==> config.mk <==
export PLATFORM = sky130hd
export DESIGN_NAME = ccr_regs
export DESIGN_NICKNAME = d
export VERILOG_FILES = /design/src/rtl/ccr_pkg.sv /design/src/rtl/ccr_regs.sv
export SDC_FILE = /design/constraint.sdc
export NUM_CORES = 1
export LEC_CHECK = 0
export ABC_CLOCK_PERIOD_IN_PS = 7570
export BUFFER_PORTS_ARGS = -buffer_cell sky130_fd_sc_hd__buf_2
export CORE_MARGIN = 2
export CORE_UTILIZATION = 40
export CTS_BUF_LIST = sky130_fd_sc_hd__clkbuf_16
export DETAILED_ROUTE_END_ITERATION = 10
export PLACE_DENSITY_LB_ADDON = 0.05
export SLEW_MARGIN = 30
export SYNTH_ARGS = -nofsm -noshare
export SYNTH_HDL_FRONTEND = slang
export SYNTH_SLANG_ARGS = --single-unit
==> constraint.sdc <==
create_clock -name ref_clk_in -period 7.57 [get_ports ref_clk_in]
set_clock_uncertainty 0.1 [all_clocks]
set_input_delay 0.3785 -clock ref_clk_in [delete_from_list [all_inputs] [get_ports ref_clk_in]]
set_output_delay 0.3785 -clock ref_clk_in [all_outputs]
set_load 0.1 [all_outputs]
==> src/rtl/ccr_pkg.sv <==
// Constants and types of the charger control register bank
package ccr_pkg;
  // ****************************************
  // Bus addressing
  // ****************************************
  localparam logic [6:0] DEV_ADDR = 7'h6B;
  localparam logic [7:0] OFS_INLIM = 8'h00;
  localparam logic [7:0] OFS_PWR = 8'h01;
  localparam logic [7:0] OFS_CHG = 8'h02;
  localparam logic [7:0] NUM_REGS = 8'h03;
  localparam logic [3:0] BYTE_BITS = 4'h8;
  localparam logic [3:0] LAST_BIT = 4'h7;
  // ****************************************
  // Power-on values and watchdog masks
  // ****************************************
  localparam logic [7:0] RST_INLIM = 8'h17;
  localparam logic [7:0] RST_PWR = 8'h1A;
  localparam logic [7:0] RST_CHG = 8'hA2;
  localparam logic [7:0] WD_INLIM = 8'h80;
  localparam logic [7:0] WD_PWR = 8'h70;
  localparam logic [7:0] WD_CHG = 8'hBF;
  // ****************************************
  // Field positions and codes
  // ****************************************
  localparam int B_HIZ = 7;
  localparam int B_STAT = 5;
  localparam int B_PFM = 7;
  localparam int B_KICK = 6;
  localparam int B_BOOST = 5;
  localparam int B_CHG = 4;
  localparam int B_SYS = 1;
  localparam int B_MINV = 0;
  localparam int B_BLIM = 7;
  localparam int B_FET = 6;
  localparam logic [1:0] STAT_OFF = 2'h3;
  localparam logic [4:0] IIN_CODE_PSEL_HI = 5'h04;
  localparam logic [4:0] IIN_CODE_PSEL_LO = 5'h17;
  localparam logic [5:0] FAST_CHARGE_CURRENT_CODE_MAX = 6'h32;
  // ****************************************
  // Scales in mA and mV
  // ****************************************
  localparam logic [11:0] IIN_OFS_MA = 12'h064;
  localparam logic [11:0] IIN_STEP_MA = 12'h064;
  localparam logic [11:0] FAST_CHARGE_CURRENT_STEP_MA = 12'h03C;
  localparam logic [11:0] FET_THR_MA = 12'h2BC;
  localparam logic [11:0] BOOST_LO_MA = 12'h1F4;
  localparam logic [11:0] BOOST_HI_MA = 12'h4B0;
  localparam logic [11:0] VBAT_FALL0_MV = 12'hAF0;
  localparam logic [11:0] VBAT_FALL1_MV = 12'h9C4;
  localparam logic [11:0] VBAT_RISE_MV = 12'hBB8;
  // ****************************************
  // Types
  // ****************************************
  typedef enum logic [2:0] {
    ST_IDLE, ST_ADDR, ST_REG, ST_WR, ST_ACK, ST_RD, ST_RACK
  } ccr_state_e;
  typedef struct packed {
    logic hiz;
    logic stat_off;
    logic light_load_mode_disable;
    logic chg_en;
    logic boost_en;
    logic fet_high_r;
    logic [2:0] system_min_voltage;
    logic [11:0] iin_ma;
    logic [11:0] fast_charge_current_ma;
    logic [11:0] boost_ma;
    logic [11:0] vbat_fall_mv;
    logic [11:0] vbat_rise_mv;
  } ccr_cfg_s;
  typedef struct packed {
    ccr_state_e state;
    ccr_state_e ret;
    logic [3:0] cnt;
    logic [7:0] sh;
    logic [7:0] ptr;
    logic nack;
    logic scl_q;
    logic sda_q;
    logic sda_o;
    logic sda_oe;
    logic wd_kick;
    logic [2:0][7:0] regs;
    ccr_cfg_s cfg;
  } ccr_st_s;
endpackage

==> src/rtl/ccr_regs.sv <==
// Charger control registers 0 to 2 behind a two-wire serial slave
//
// Behaviour
// Input limit is 100 mA plus 100 mA/step
// Detection loads 500 mA or 2.4 A by pin
// Host may overwrite input limit after detection
// Watchdog kick bit restarts timer, self-clears
// Boost enable overrides charge enable
// Charge needs pin low and bit set
// Min battery bit picks 2.8 or 2.5 V
// Boost limit bit picks 0.5 or 1.2 A
// Small input limit uses high-resistance FET
// Zero fast charge code disables charging
// Fast charge 60 mA/step, clamp to 0x32
// Slave at fixed address, standard and fast rates
// Watchdog expiry restores only watchdog fields
`timescale 1ns/1ps
module ccr_regs
  import ccr_pkg::*;
(
  input wire logic ref_clk_in,
  input wire logic rst_n_in,
  input wire logic scl_in,
  input wire logic sda_in,
  output logic sda_out,
  output logic sda_oe_out,
  input wire logic psel_in,
  input wire logic det_done_in,
  input wire logic ce_n_in,
  input wire logic reg_reset_in,
  input wire logic wd_expire_in,
  output logic wd_kick_out,
  output ccr_cfg_s cfg_out
);
  // ****************************************
  // Helpers
  // ****************************************
  function automatic logic [11:0] iin_ma(input logic [4:0] code);
    iin_ma = 12'(IIN_OFS_MA + 12'(code) * IIN_STEP_MA);
  endfunction
  function automatic logic [11:0] fast_charge_current_ma(input logic [5:0] code);
    fast_charge_current_ma = 12'(12'(code) * FAST_CHARGE_CURRENT_STEP_MA);
  endfunction
  function automatic logic [7:0] rd_reg(input logic [2:0][7:0] r,
                                        input logic [7:0] p);
    rd_reg = (p < NUM_REGS) ? r[p[1:0]] : 8'h00;
  endfunction
  function automatic logic [7:0] wr_val(input logic [7:0] p,
                                        input logic [7:0] d);
    wr_val = (p == OFS_CHG && d[5:0] > FAST_CHARGE_CURRENT_CODE_MAX)
             ? {d[7:6], FAST_CHARGE_CURRENT_CODE_MAX} : d;
  endfunction
  function automatic logic [7:0] wd_fix(input logic [7:0] cur,
                                        input logic [7:0] por,
                                        input logic [7:0] msk);
    wd_fix = (cur & ~msk) | (por & msk);
  endfunction
  ccr_st_s st;
  ccr_st_s next_st;
  logic rise;
  logic fall;
  logic start;
  logic stop;
  assign rise = scl_in & ~st.scl_q;
  assign fall = ~scl_in & st.scl_q;
  assign start = scl_in & st.scl_q & st.sda_q & ~sda_in;
  assign stop = scl_in & st.scl_q & ~st.sda_q & sda_in;
  // ****************************************
  // Next state
  // ****************************************
  always_comb
  begin
    next_st = st;
    next_st.scl_q = scl_in;
    next_st.sda_q = sda_in;
    next_st.sda_o = 1'b0;
    next_st.regs[1][B_KICK] = 1'b0;
    if (det_done_in)
    begin
      next_st.regs[0][4:0] = psel_in ? IIN_CODE_PSEL_HI
                                     : IIN_CODE_PSEL_LO;
    end
    if (start)
    begin
      next_st.state = ST_ADDR;
      next_st.cnt = 4'h0;
      next_st.sda_oe = 1'b0;
    end
    else if (stop)
    begin
      next_st.state = ST_IDLE;
      next_st.sda_oe = 1'b0;
    end
    else
    begin
      case (st.state)
        ST_ADDR, ST_REG, ST_WR:
        begin
          if (rise)
          begin
            next_st.sh = {st.sh[6:0], sda_in};
            next_st.cnt = 4'(st.cnt + 4'h1);
          end
          else if (fall && st.cnt == BYTE_BITS)
          begin
            next_st.cnt = 4'h0;
            next_st.state = ST_ACK;
            next_st.sda_oe = 1'b1;
            if (st.state == ST_ADDR)
            begin
              next_st.ret = st.sh[0] ? ST_RD : ST_REG;
              if (st.sh[7:1] != DEV_ADDR)
              begin
                next_st.state = ST_IDLE;
                next_st.sda_oe = 1'b0;
              end
            end
            else if (st.state == ST_REG)
            begin
              next_st.ptr = st.sh;
              next_st.ret = ST_WR;
            end
            else
            begin
              if (st.ptr < NUM_REGS)
              begin
                next_st.regs[st.ptr[1:0]] = wr_val(st.ptr, st.sh);
              end
              next_st.ptr = 8'(st.ptr + 8'h01);
              next_st.ret = ST_WR;
            end
          end
        end
        ST_ACK:
        begin
          if (fall)
          begin
            next_st.state = st.ret;
            next_st.sda_oe = 1'b0;
            if (st.ret == ST_RD)
            begin
              next_st.sh = rd_reg(st.regs, st.ptr);
              next_st.sda_oe = ~next_st.sh[7];
            end
          end
        end
        ST_RD:
        begin
          if (fall)
          begin
            next_st.cnt = 4'(st.cnt + 4'h1);
            next_st.sh = {st.sh[6:0], 1'b0};
            next_st.sda_oe = ~st.sh[6];
            if (st.cnt == LAST_BIT)
            begin
              next_st.state = ST_RACK;
              next_st.sda_oe = 1'b0;
            end
          end
        end
        ST_RACK:
        begin
          if (rise)
          begin
            next_st.nack = sda_in;
          end
          else if (fall)
          begin
            if (st.nack)
            begin
              next_st.state = ST_IDLE;
            end
            else
            begin
              next_st.ptr = 8'(st.ptr + 8'h01);
              next_st.cnt = 4'h0;
              next_st.sh = rd_reg(st.regs, next_st.ptr);
              next_st.sda_oe = ~next_st.sh[7];
              next_st.state = ST_RD;
            end
          end
        end
        default:
          next_st.state = ST_IDLE;
      endcase
    end
    if (wd_expire_in)
    begin
      next_st.regs[0] = wd_fix(next_st.regs[0], RST_INLIM, WD_INLIM);
      next_st.regs[1] = wd_fix(next_st.regs[1], RST_PWR, WD_PWR);
      next_st.regs[2] = wd_fix(next_st.regs[2], RST_CHG, WD_CHG);
    end
    if (reg_reset_in)
    begin
      next_st.regs = {RST_CHG, RST_PWR, RST_INLIM};
    end
    next_st.wd_kick = next_st.regs[1][B_KICK];
    next_st.cfg.hiz = next_st.regs[0][B_HIZ];
    next_st.cfg.stat_off = next_st.regs[0][B_STAT+:2] == STAT_OFF;
    next_st.cfg.light_load_mode_disable = next_st.regs[1][B_PFM];
    next_st.cfg.boost_en = next_st.regs[1][B_BOOST];
    next_st.cfg.chg_en = ~ce_n_in & next_st.regs[1][B_CHG]
                         & ~next_st.regs[1][B_BOOST]
                         & (next_st.regs[2][5:0] != 6'h00);
    next_st.cfg.system_min_voltage = next_st.regs[1][B_SYS+:3];
    next_st.cfg.iin_ma = iin_ma(next_st.regs[0][4:0]);
    next_st.cfg.fast_charge_current_ma = fast_charge_current_ma(next_st.regs[2][5:0]);
    next_st.cfg.fet_high_r = ~next_st.regs[1][B_BOOST]
                             & ~next_st.regs[2][B_FET]
                             & (next_st.cfg.iin_ma < FET_THR_MA);
    next_st.cfg.boost_ma = next_st.regs[2][B_BLIM] ? BOOST_HI_MA
                                                   : BOOST_LO_MA;
    next_st.cfg.vbat_fall_mv = next_st.regs[1][B_MINV] ? VBAT_FALL1_MV
                                                       : VBAT_FALL0_MV;
    next_st.cfg.vbat_rise_mv = VBAT_RISE_MV;
  end
  // ****************************************
  // State register
  // ****************************************
  always_ff @(posedge ref_clk_in or negedge rst_n_in)
  begin
    if (!rst_n_in)
    begin
      st <= '0;
      st.scl_q <= 1'b1;
      st.sda_q <= 1'b1;
      st.regs <= {RST_CHG, RST_PWR, RST_INLIM};
      st.cfg.iin_ma <= iin_ma(RST_INLIM[4:0]);
      st.cfg.fast_charge_current_ma <= fast_charge_current_ma(RST_CHG[5:0]);
      st.cfg.system_min_voltage <= RST_PWR[B_SYS+:3];
      st.cfg.boost_ma <= BOOST_HI_MA;
      st.cfg.vbat_fall_mv <= VBAT_FALL0_MV;
      st.cfg.vbat_rise_mv <= VBAT_RISE_MV;
    end
    else
    begin
      st <= next_st;
    end
  end
  assign sda_out = st.sda_o;
  assign sda_oe_out = st.sda_oe;
  assign wd_kick_out = st.wd_kick;
  assign cfg_out = st.cfg;
endmodule

==> run metrics, run 1 <==
most used cell, CP=ha_1; most frequent cells in the layout=73 x nand2_1, 55 x nor2_1, 52 x dfrtp_1; vias in the first global route=4243; die height=127.3 um; Syn Area/Cell=8.849 sq um; global-route wire length before repair=23600 um; failing checks=hold timing; 1st-pass router iterations=4; commonest non-fill, non-tap cell in the layout=nand2_1; Synth Cell Area=0.006080 sq mm; clock share of power=32.4%; net count reported at finish=737; EDFF count, synth=0; Synth async-reset ratio=100.0%; IO buf count=48; Comb pwr share=32.5%; worst skew pair latency=0.35 ns; r2r endpoint=cfg_out[63]; Bufs on Longest Clock Path=2; io pins=81; Internal=0.0009838 W; dominant cell type by area after synthesis=dfrtp_1; DR WL/cell=16.66 um; Placement Setup Slack=1.814 ns; DP Wirelength=10720 um; outcome=finished, violations left; initial core utilization=40.44%; top post-synthesis cells by area=dfrtp_1 22%, dfstp_2 11%, buf_4 8.8%, ha_1 8.0%, nand2_1 4.5%; sequential cell fraction of total power=35.2%; crit path time final=5.401 ns; Net Sw Frac=41.73%; WL final=14530 um; final setup margin=2.169 ns; crit end category=register; crit path max-delay cell type=dfrtp_2; # setup viols final=0; post-route total power=0.001688 W; placed insts=856; fin crit share=71.35%; chip width=127.3 um; Area growth, synth to finish=4.178%; main flop type after synthesis=dfrtp_1; total grt overflow=0; die area=0.01620 sq mm; Critical Path RT=7.72 ns; final hold vios=22; measured slew at the worst slew-check pin=0.7597 ns; via count=4521; num rows=45; DRC Markers=0; CORE AREA=0.01503 sq mm; Max VDD drop=0.0001177 V; H-tree depth=3; CTS Buf Count=9; Crit Path Max Fanout=25; Final Slew Violations=0; Syn Inst Count=687; crit path cell chain=inv_1 > ha_1 > nand3_1 > or3_2 > nor2_1 > nor2_1 > a21oi_1 > or2_2 > ha_1 > inv_1 > ha_1 > ha_1 > inv_1 > fa_1 > xnor2_1 > or2b_2 > nor3_2 > xnor2_1 > or3_1 > nor4_2; setup tns final=0 ns; LEAKAGE=2.938 nW; fillers=1523; clock slew at reported path FFs=0.07 ns; pin count of the biggest net entering global routing=79; net switching power=0.0007045 W; post-synthesis sequential area ratio=32.62%; clock sinks=78; Detail Route Antenna Nets=0; FF-to-FF path depth=20; minimum hold slack=-0.04725 ns; pwr dens=266.6 mW/mm^2; share of the synthesized area in the top cell type=21.82%; # diodes=0; routed vias/inst=5.185; Achievable Freq=185.2 MHz; Worst R2R Setup Slack=2.17 ns; Hold WC Path Type=primary input to async pin; TritonCTS clock tree=done; reg2reg start=st[99]; Global Route Usage Sum=18.69%; Max stage delay on crit path=0.75 ns; clk root buf=clkbuf_16; normalized max-slew margin=49.36%; CTS-repair resized insts=0; initial DRC count=411; #FFs+latches synth=78; Finished Core Util=42.13%; Hold-fix buffers, CTS=0; initial antenna violation count=0; unrepaired setup endpoints after global routing=false; Post-CTS Setup Bufs=0; Yosys cell types=68; final std cells w/o fill=872; number of max-cap violations=0; GPL Wtd Cong=0.8899; critical setup path kind=register to register; share of layout cells above drive strength 1=18.42%; crit path launch type=register; Synthesis Warnings=0; Critical Path AT=5.55 ns
==> power by group through the flow <==
stage               Clock [W]  Sequential, W  Combinational [W]
floorplan                   0       0.000532           0.000552
global placement            0       0.000599           0.000545
detailed placement          0       0.000600           0.000548
CTS                  0.000559       0.000592           0.000550
global route         0.000577       0.000602           0.000593
finish               0.000546       0.000594           0.000548
==> critical path: cells and delay by family, from the launching register on <==
kind / cells / cell delay (ns)
xor gates and xnor gates: 2 / 0.48
and+or+nand+nor: 9 / 2.17
DFF: 1 / 0.75
buffers and inverters: 3 / 0.25
adders and majority gates: 5 / 1.42
AOI/OAI and AO/OA: 1 / 0.11
==> area by class of cell <==
class | instances | area (sq um) | share of cell area [%]
clock buffer | 9 | 225.2 | 3.556
clock inverter | 7 | 145.1 | 2.292
inverter | 45 | 168.9 | 2.667
multi-input combinational | 495 | 3313 | 52.31
sequential | 78 | 1984 | 31.33
tap | 188 | 235.2 | 3.714
timing repair buffer | 50 | 261.5 | 4.129
==> layer usage <==
layer	share of wire (%)	up-vias	GRT usage [%]	wire [um]
met4	1.4	0	6.141	199
met2	46	89	28.69	6652
met3	3.5	14	2.513	512
met1	49	2181	27.28	7162
li1	-	2237	-	-
met5	0	-	0	0
==> through the flow <==
step | cell area (sq um) | hold slack, ns
after CTS | 6322 | 0.01078
after detailed placement | 5952 | 0.3832
after global placement | 5948 | 0.3791
after floorplan | 6192 | -0.01709
final | 6334 | -0.04725
after global routing | 6334 | 0.03387
==> kinds of logic (layout without fill, tap and decap cells) <==
group                      after synthesis  after routing  share of synthesized area, %
xor gates and xnor gates                23             23                         3.313
muxes                                   26             26                         4.363
buffers and inverters                  144            111                         14.90
adders and majority gates               49             49                         11.32
other                                    2             32                        0.1235
AOI/OAI and AO/OA                      149            149                         15.97
DFF                                     78             78                         32.62
and+or+nand+nor                        216            216                         17.39
==> synth_stat cells, types with 5 or more instances <==
cell / count
o22ai_1: 5
a21oi_1: 42
buf_4: 71
nand2_1: 73
dfstp_2: 25
fa_1: 10
dfrtp_1: 53
inv_1: 44
o21a_1: 6
nand2b_1: 12
or2_2: 9
clkbuf_1: 16
xnor2_1: 11
nand3_1: 17
a22oi_1: 7
a31oi_1: 8
o21ai_0: 40
o211ai_1: 8
nor2_1: 55
xor2_1: 12
nor3_1: 19
mux2i_1: 22
ha_1: 39
==> flip-flops by register name, indices dropped and copies added (netlist names) <==
name / cells
st: 48
sda_oe_out: 1
cfg_out: 29
==> how the worst max path moves through the flow <==
stage	from	endpoint	slack, ns	cells past startpoint
3_3_place_gp	st[99]	cfg_out[63]	1.95	20
6_report	st[99]	cfg_out[63]	2.17	20
4_1_cts	st[99]	cfg_out[63]	1.81	20
3_5_place_dp	st[99]	cfg_out[63]	1.81	20
2_1_floorplan	st[99]	cfg_out[63]	2.14	23
5_1_grt	st[99]	cfg_out[47]	1.72	19
No activity file was read; power rests on OpenSTA's default activity.
==> run 2: changes to the inputs <==
- ABC_CLOCK_PERIOD_IN_PS: 7570 -> 5100
- clock period: 7.57 -> 5.1 ns (I/O delays scaled with it)
==> run 2 against run 1 <==
The flow now finishes without violations. Clock power grew 22%. Via count rose by 5.4%. Largest cell class unchanged. Fmax grew 12%. Critical endpoint unchanged. Worst setup slack worse by 1.9 ns. Utilization rose by 1.1 points. Highest routed layer unchanged. Non-clock buffer count rose by 29. Critical path type unchanged.
==> run metrics, run 2 (same netlist as run 1, synthesis figures left out) <==
TritonCTS clock tree=done; Area growth, synth to finish=7.018%; pin count of the biggest net entering global routing=79 (unchanged); Placement Setup Slack=0.1903 ns (-1.624 ns); number of max-cap violations=0 (unchanged); Global Route Usage Sum=19.92% (+1.2 points); global-route wire length before repair=25360 um (+7.5%); crit end category=register; fin crit share=94.50% (+23 points); Internal=0.001343 W (+36%); Net Sw Frac=44.25% (+2.5 points); CTS Buf Count=9 (unchanged); H-tree depth=3 (unchanged); num rows=45 (unchanged); Comb pwr share=38.2% (+5.7 points); chip width=127.3 um (unchanged); worst skew pair latency=0.35 ns (about the same); net count reported at finish=766 (+3.9%); # setup viols final=0 (unchanged); DR WL/cell=17.05 um (+2.3%); final hold vios=0 (-100%); Final Slew Violations=0 (unchanged); initial core utilization=40.44% (unchanged); via count=4766 (+5.4%); sequential cell fraction of total power=34.2% (-1.0 points); commonest non-fill, non-tap cell in the layout=nand2_1; routed vias/inst=5.290 (+2.0%); total grt overflow=0 (unchanged); LEAKAGE=3.056 nW (+4.0%); GPL Wtd Cong=0.8444 (-5.1%); Critical Path RT=5.24 ns (-2.48 ns); pwr dens=370.1 mW/mm^2 (+39%); initial antenna violation count=0 (unchanged); most frequent cells in the layout=72 x nand2_1, 55 x nor2_1, 53 x dfrtp_1; unrepaired setup endpoints after global routing=false; Detail Route Antenna Nets=0 (unchanged); initial DRC count=428 (+4.1%); crit path time final=4.820 ns (-0.5814 ns); vias in the first global route=4686 (+10%); final setup margin=0.2805 ns (-1.889 ns); clock sinks=78 (unchanged); clock slew at reported path FFs=0.06 ns (about the same); Hold WC Path Type=primary input to register; Most flops, register=st; IO buf count=48 (unchanged); outcome=completed; Achievable Freq=207.5 MHz (+12%); io pins=81 (unchanged); Cell Area, Placed=0.006140 sq mm (+3.2%); net switching power=0.001065 W (+51%); clock share of power=27.6% (-4.8 points); DRC Markers=0 (unchanged); post-route cell area=0.006506 sq mm (+2.7%); Max VDD drop=0.0002118 V (+80%); die area=0.01620 sq mm (unchanged); crit path launch type=register; Critical Path AT=4.96 ns (-0.59 ns); die height=127.3 um (unchanged); DP Wirelength=11410 um (+6.4%); WL final=15360 um (+5.7%); critical setup path kind=register to register; clk root buf=clkbuf_16; CORE AREA=0.01503 sq mm (unchanged); # diodes=0 (unchanged); normalized max-slew margin=32.68% (-17 points); Bufs on Longest Clock Path=2 (unchanged); measured slew at the worst slew-check pin=1.002 ns (+0.2424 ns); share of layout cells above drive strength 1=21.60% (+3.2 points); max reg flops=48 (unchanged); setup tns final=0 ns (unchanged); 1st-pass router iterations=5 (+1); Crit Path Max Fanout=7 (-72%)
## run 2: path summary, 6_finish.rpt
path                            start          end  slack (ns)  depth (start not counted)
max in group asynchronous    rst_n_in      st[111]        3.99                          2
max                           st[104]  cfg_out[63]        0.28                         18
min in group asynchronous    rst_n_in      st[117]        0.39                          2
min reg2reg                sda_oe_out   sda_oe_out        0.38                          2
max reg2reg                   st[104]  cfg_out[63]        0.28                         18
min                           ce_n_in  cfg_out[65]        0.07                          4
## run 2: cell type report
cell class / count / area (sq um)
fill: 1491 / 8527
multi-input combinational: 495 / 3333
sequential: 78 / 1983
timing repair buffer: 79 / 486.7
tap: 188 / 235.2
clock buffer: 9 / 225.2
inverter: 45 / 168.9
clock inverter: 7 / 73.82
## run 2: critical path: stages, from the launching register on
cell     delay (ns)
dfrtp_1        0.46
or4_4          0.59
or3_2          0.52
nor2_1         0.11
nor2_1         0.08
a21oi_1        0.18
or2_2          0.20
ha_1           0.13
inv_1          0.05
ha_1           0.28
ha_1           0.17
inv_1          0.06
fa_1           0.43
xnor2_2        0.19
or2b_2         0.35
nor3_2         0.13
xnor2_1        0.11
or3_1          0.39
nor4_2         0.19
## run 2: power groups by stage
stage	Sequential, W	Combinational [W]	Clock (W)
final	0.000824	0.000919	0.000665
after global routing	0.000838	0.000994	0.000707
after CTS	0.000822	0.000913	0.000690
after detailed placement	0.000832	0.000908	0
after global placement	0.000828	0.000905	0
after floorplan	0.000789	0.000821	0
## run 2: repair_timing
action	CTS	global route
setup endpoints to repair	0	3
hold buffers	3	0
gates resized for setup	0	6
setup buffers	0	1
hold endpoints to repair	55	0
## run 2: metal layers
layer / vias up / global-route usage (%) / wire [um]
li1: 2288 / - / -
met3: 18 / 4.062 / 690
met5: - / 0 / 0
met4: 0 / 5.753 / 214
met2: 149 / 30.70 / 6899
met1: 2311 / 28.39 / 7558
## run 2: metrics by stage
step	hold slack [ns]	utilization [%]	total power, W	std cells
after global routing	0.07313	43.28	0.002538	901
final	0.06594	43.28	0.002408	901
after CTS	0.05974	43.03	0.002425	900
after floorplan	-0.1406	-	0.001610	717
after global placement	0.3103	40.82	0.001733	881
after detailed placement	0.2677	40.84	0.001741	881
==> run 3: changes to the inputs <==
- ABC_AREA: unset -> 1
==> run 3 against run 2 <==
Largest cell class unchanged. Power is 13% higher. Sequential share of layout area is 0.70 points higher. Routed wire length increased by 2.4%. Clock-buffer cell count is the same. Largest power group unchanged. Register-to-register slack improved by 0.23 ns. Critical endpoint is now cfg_out[47]. Utilization is 0.48 points higher. Sequential power increased by 4.1%. Via count up 3.3%. Clock power rose by 3%. Die area fell by 2.3%. Critical path depth grew 5.
==> run metrics, run 3 <==
Comb pwr share=43.3% (+5.1 points); Achievable Freq=217.7 MHz (+4.9%); Synthesis Warnings=0 (unchanged); cell family with most CP delay=adder cells; io pins=81 (unchanged); crit path max-delay cell type=fa_1; crit path launch type=register; clock sinks=78 (unchanged); Hold-fix buffers, CTS=4 (+1); dominant cell type by area after synthesis=dfrtp_1; count leader, synth=inv_1; commonest non-fill, non-tap cell in the layout=inv_1; #FFs+latches synth=78 (unchanged); pin count of the biggest net entering global routing=79 (unchanged); net switching power=0.001280 W (+20%); via count=4924 (+3.3%); share of the synthesized area in the top cell type=22.34% (+0.53 points); DRC Markers=0 (unchanged); vias in the first global route=4869 (+3.9%); initial DRC count=397 (-7.2%); Max stage delay on crit path=0.55 ns (-0.04 ns); initial core utilization=40.84% (+0.40 points); FF/Latch Area=0.001983 sq mm (unchanged); global-route wire length before repair=25350 um (about the same); routed vias/inst=5.145 (-2.7%); clock slew at reported path FFs=0.06 ns (about the same); CTS-repair resized insts=0 (unchanged); WL final=15740 um (+2.4%); final hold vios=0 (unchanged); Most flops, register=st; pwr dens=427.4 mW/mm^2 (+15%); Net Sw Frac=47.08% (+2.8 points); DR WL/cell=16.44 um (-3.5%); setup tns final=0 ns (unchanged); commonest cells in the netlist=106 x inv_1, 103 x nand2_1, 71 x buf_4; worst path buffer plus inverter count=4 (+2); Bufs on Longest Clock Path=2 (unchanged); multi-input combinational cell area=0.003040 sq mm (-8.8%); number of max-cap violations=0 (unchanged); num rows=44 (-2.2%); die area=0.01583 sq mm (-2.3%); Detail Route Antenna Nets=0 (unchanged); total grt overflow=0 (unchanged); Synth Cell Area=0.005936 sq mm (-2.4%); Critical Path AT=4.77 ns (-0.19 ns); Hold WC Path Type=primary input to register; clock share of power=25.1% (-2.5 points); minimum hold slack=0.1527 ns (+0.08680 ns); # diodes=0 (unchanged); crit end category=register; DP Wirelength=12160 um (+6.6%); TritonCTS clock tree=done; crit path time final=4.593 ns (-0.2268 ns); chip width=125.8 um (-1.2%); Critical Path RT=5.27 ns (+0.03 ns); Syn Area/Cell=7.946 sq um (-10%); Synth async-reset ratio=100.0% (unchanged); net count reported at finish=826 (+7.8%); most frequent cells in the layout=108 x inv_1, 103 x nand2_1, 66 x o21ai_0; Internal=0.001438 W (+7.1%); CTS Buf Count=9 (unchanged); Area growth, synth to finish=7.146%; most used cell, CP=inv_1; Max VDD drop=0.0002498 V (+18%); EDFF count, synth=0 (unchanged); H-tree depth=3 (unchanged); crit path cell chain=inv_1 > ha_1 > nand3_1 > nor2_2 > nand2_2 > nor2_4 > nand4_2 > inv_1 > nor2_1 > nor3_1 > inv_1 > fa_1 > inv_1 > fa_1 > ha_1 > a21oi_1 > nand2_1 > a21oi_1 > o21ai_0 > a21oi_1 > nor2_1 > nor2_1 > xnor2_1; die height=125.8 um (-1.2%); share of layout cells above drive strength 1=19.15% (-2.5 points); outcome=completed; LEAKAGE=3.175 nW (+3.9%); fillers=1481 (-0.67%); Post-CTS Setup Bufs=0 (unchanged); Final Slew Violations=0 (unchanged); main flop type after synthesis=dfrtp_1; initial antenna violation count=0 (unchanged); critical setup path kind=register to register; IO buf count=48 (unchanged); normalized max-slew margin=50.84% (+18 points); measured slew at the worst slew-check pin=0.7374 ns (-0.2647 ns); top post-synthesis cells by area=dfrtp_1 22%, dfstp_2 11%, buf_4 9.0%, ha_1 8.2%, inv_1 6.7%; Syn Inst Count=747 (+8.7%); 1st-pass router iterations=5 (unchanged); fin crit share=90.05% (-4.4 points); sequential cell fraction of total power=31.6% (-2.6 points); max reg flops=48 (unchanged); clk root buf=clkbuf_16; post-synthesis sequential area ratio=33.41% (+0.79 points); Global Route Usage Sum=20.52% (+0.60 points); CORE AREA=0.01453 sq mm (-3.3%); worst skew pair latency=0.35 ns (about the same); Yosys cell types=53 (-22%); # setup viols final=0 (unchanged); Crit Path Max Fanout=8 (+1); GPL Wtd Cong=0.9101 (+7.8%); unrepaired setup endpoints after global routing=false
## run 3: cell count changes after synthesis, sizes merged, moves of 9 or more
cell | before | now
clkbuf | 20 | 7
inv | 44 | 116
mux2i | 22 | 0
nand2 | 73 | 121
nand2b | 12 | 0
nand3 | 19 | 35
nor3 | 21 | 7
o21ai | 41 | 68
xnor2 | 11 | 2
## run 3: area by class of cell
cell class / count / share of cell area [%]
multi-input cells: 500 / 47.81
flip-flops and latches: 78 / 31.18
inverters: 118 / 6.984
repair buffers: 61 / 5.568
well taps: 184 / 3.620
clock buffers: 9 / 3.541
clock inverters: 7 / 1.298
## run 3: stage by stage
stage | area, sq um | total power [W] | setup slack, ns | util, % | cells
floorplan | 6048 | 0.001756 | 0.5266 | - | 777
global placement | 6008 | 0.002016 | 0.5713 | 41.34 | 937
detailed placement | 6012 | 0.002020 | 0.5210 | 41.37 | 937
CTS | 6360 | 0.002717 | 0.4872 | 43.76 | 957
global route | 6360 | 0.002883 | 0.06179 | 43.76 | 957
finish | 6360 | 0.002718 | 0.5072 | 43.76 | 957
## run 3: worst paths after layout
check | from | to | slack [ns] | cells after the start
worst max register to register | st[115] | cfg_out[47] | 0.51 | 23
worst max-delay path | st[115] | cfg_out[47] | 0.51 | 23
min in group asynchronous | rst_n_in | st[123] | 0.41 | 2
worst min register to register | sda_oe_out | sda_oe_out | 0.41 | 2
max in group asynchronous | rst_n_in | st[101] | 3.97 | 2
worst min-delay path | reg_reset_in | cfg_out[60] | 0.15 | 3
## run 3: tightest hold or removal path: cells and delay by family
family,cells,cell delay [ns]
compound gates,2,0.15
buf+inv,1,0.14
## run 3: power by group through the flow
| stage | registers [W] | logic, W | clock network [W] |
|---|---|---|---|
| 6_report | 0.000858 | 0.00118 | 0.000683 |
| 5_1_grt | 0.000872 | 0.00128 | 0.000729 |
| 4_1_cts | 0.000856 | 0.00116 | 0.000701 |
| 3_5_place_dp | 0.000866 | 0.00115 | 0 |
| 3_3_place_gp | 0.000864 | 0.00115 | 0 |
| 2_1_floorplan | 0.000854 | 0.000902 | 0 |
## run 3: cells by family (layout without fill, tap and decap cells)
logic type,count (synthesis),count (layout),synth area share (%)
AOI/OAI and AO/OA,160,160,15.41
xor gates and xnor gates,16,16,2.487
adders and majority gates,49,49,11.59
buffers and inverters,199,195,17.26
DFF,78,78,33.41
other,2,32,0.1265
and+or+nand+nor,243,243,19.71
## run 3: metal layers
| metal | wire length, um | track usage [%] |
|---|---|---|
| met5 | 0 | 0 |
| met4 | 500 | 9.438 |
| met3 | 712 | 2.761 |
| met2 | 7384 | 33.35 |
| met1 | 7139 | 27.32 |
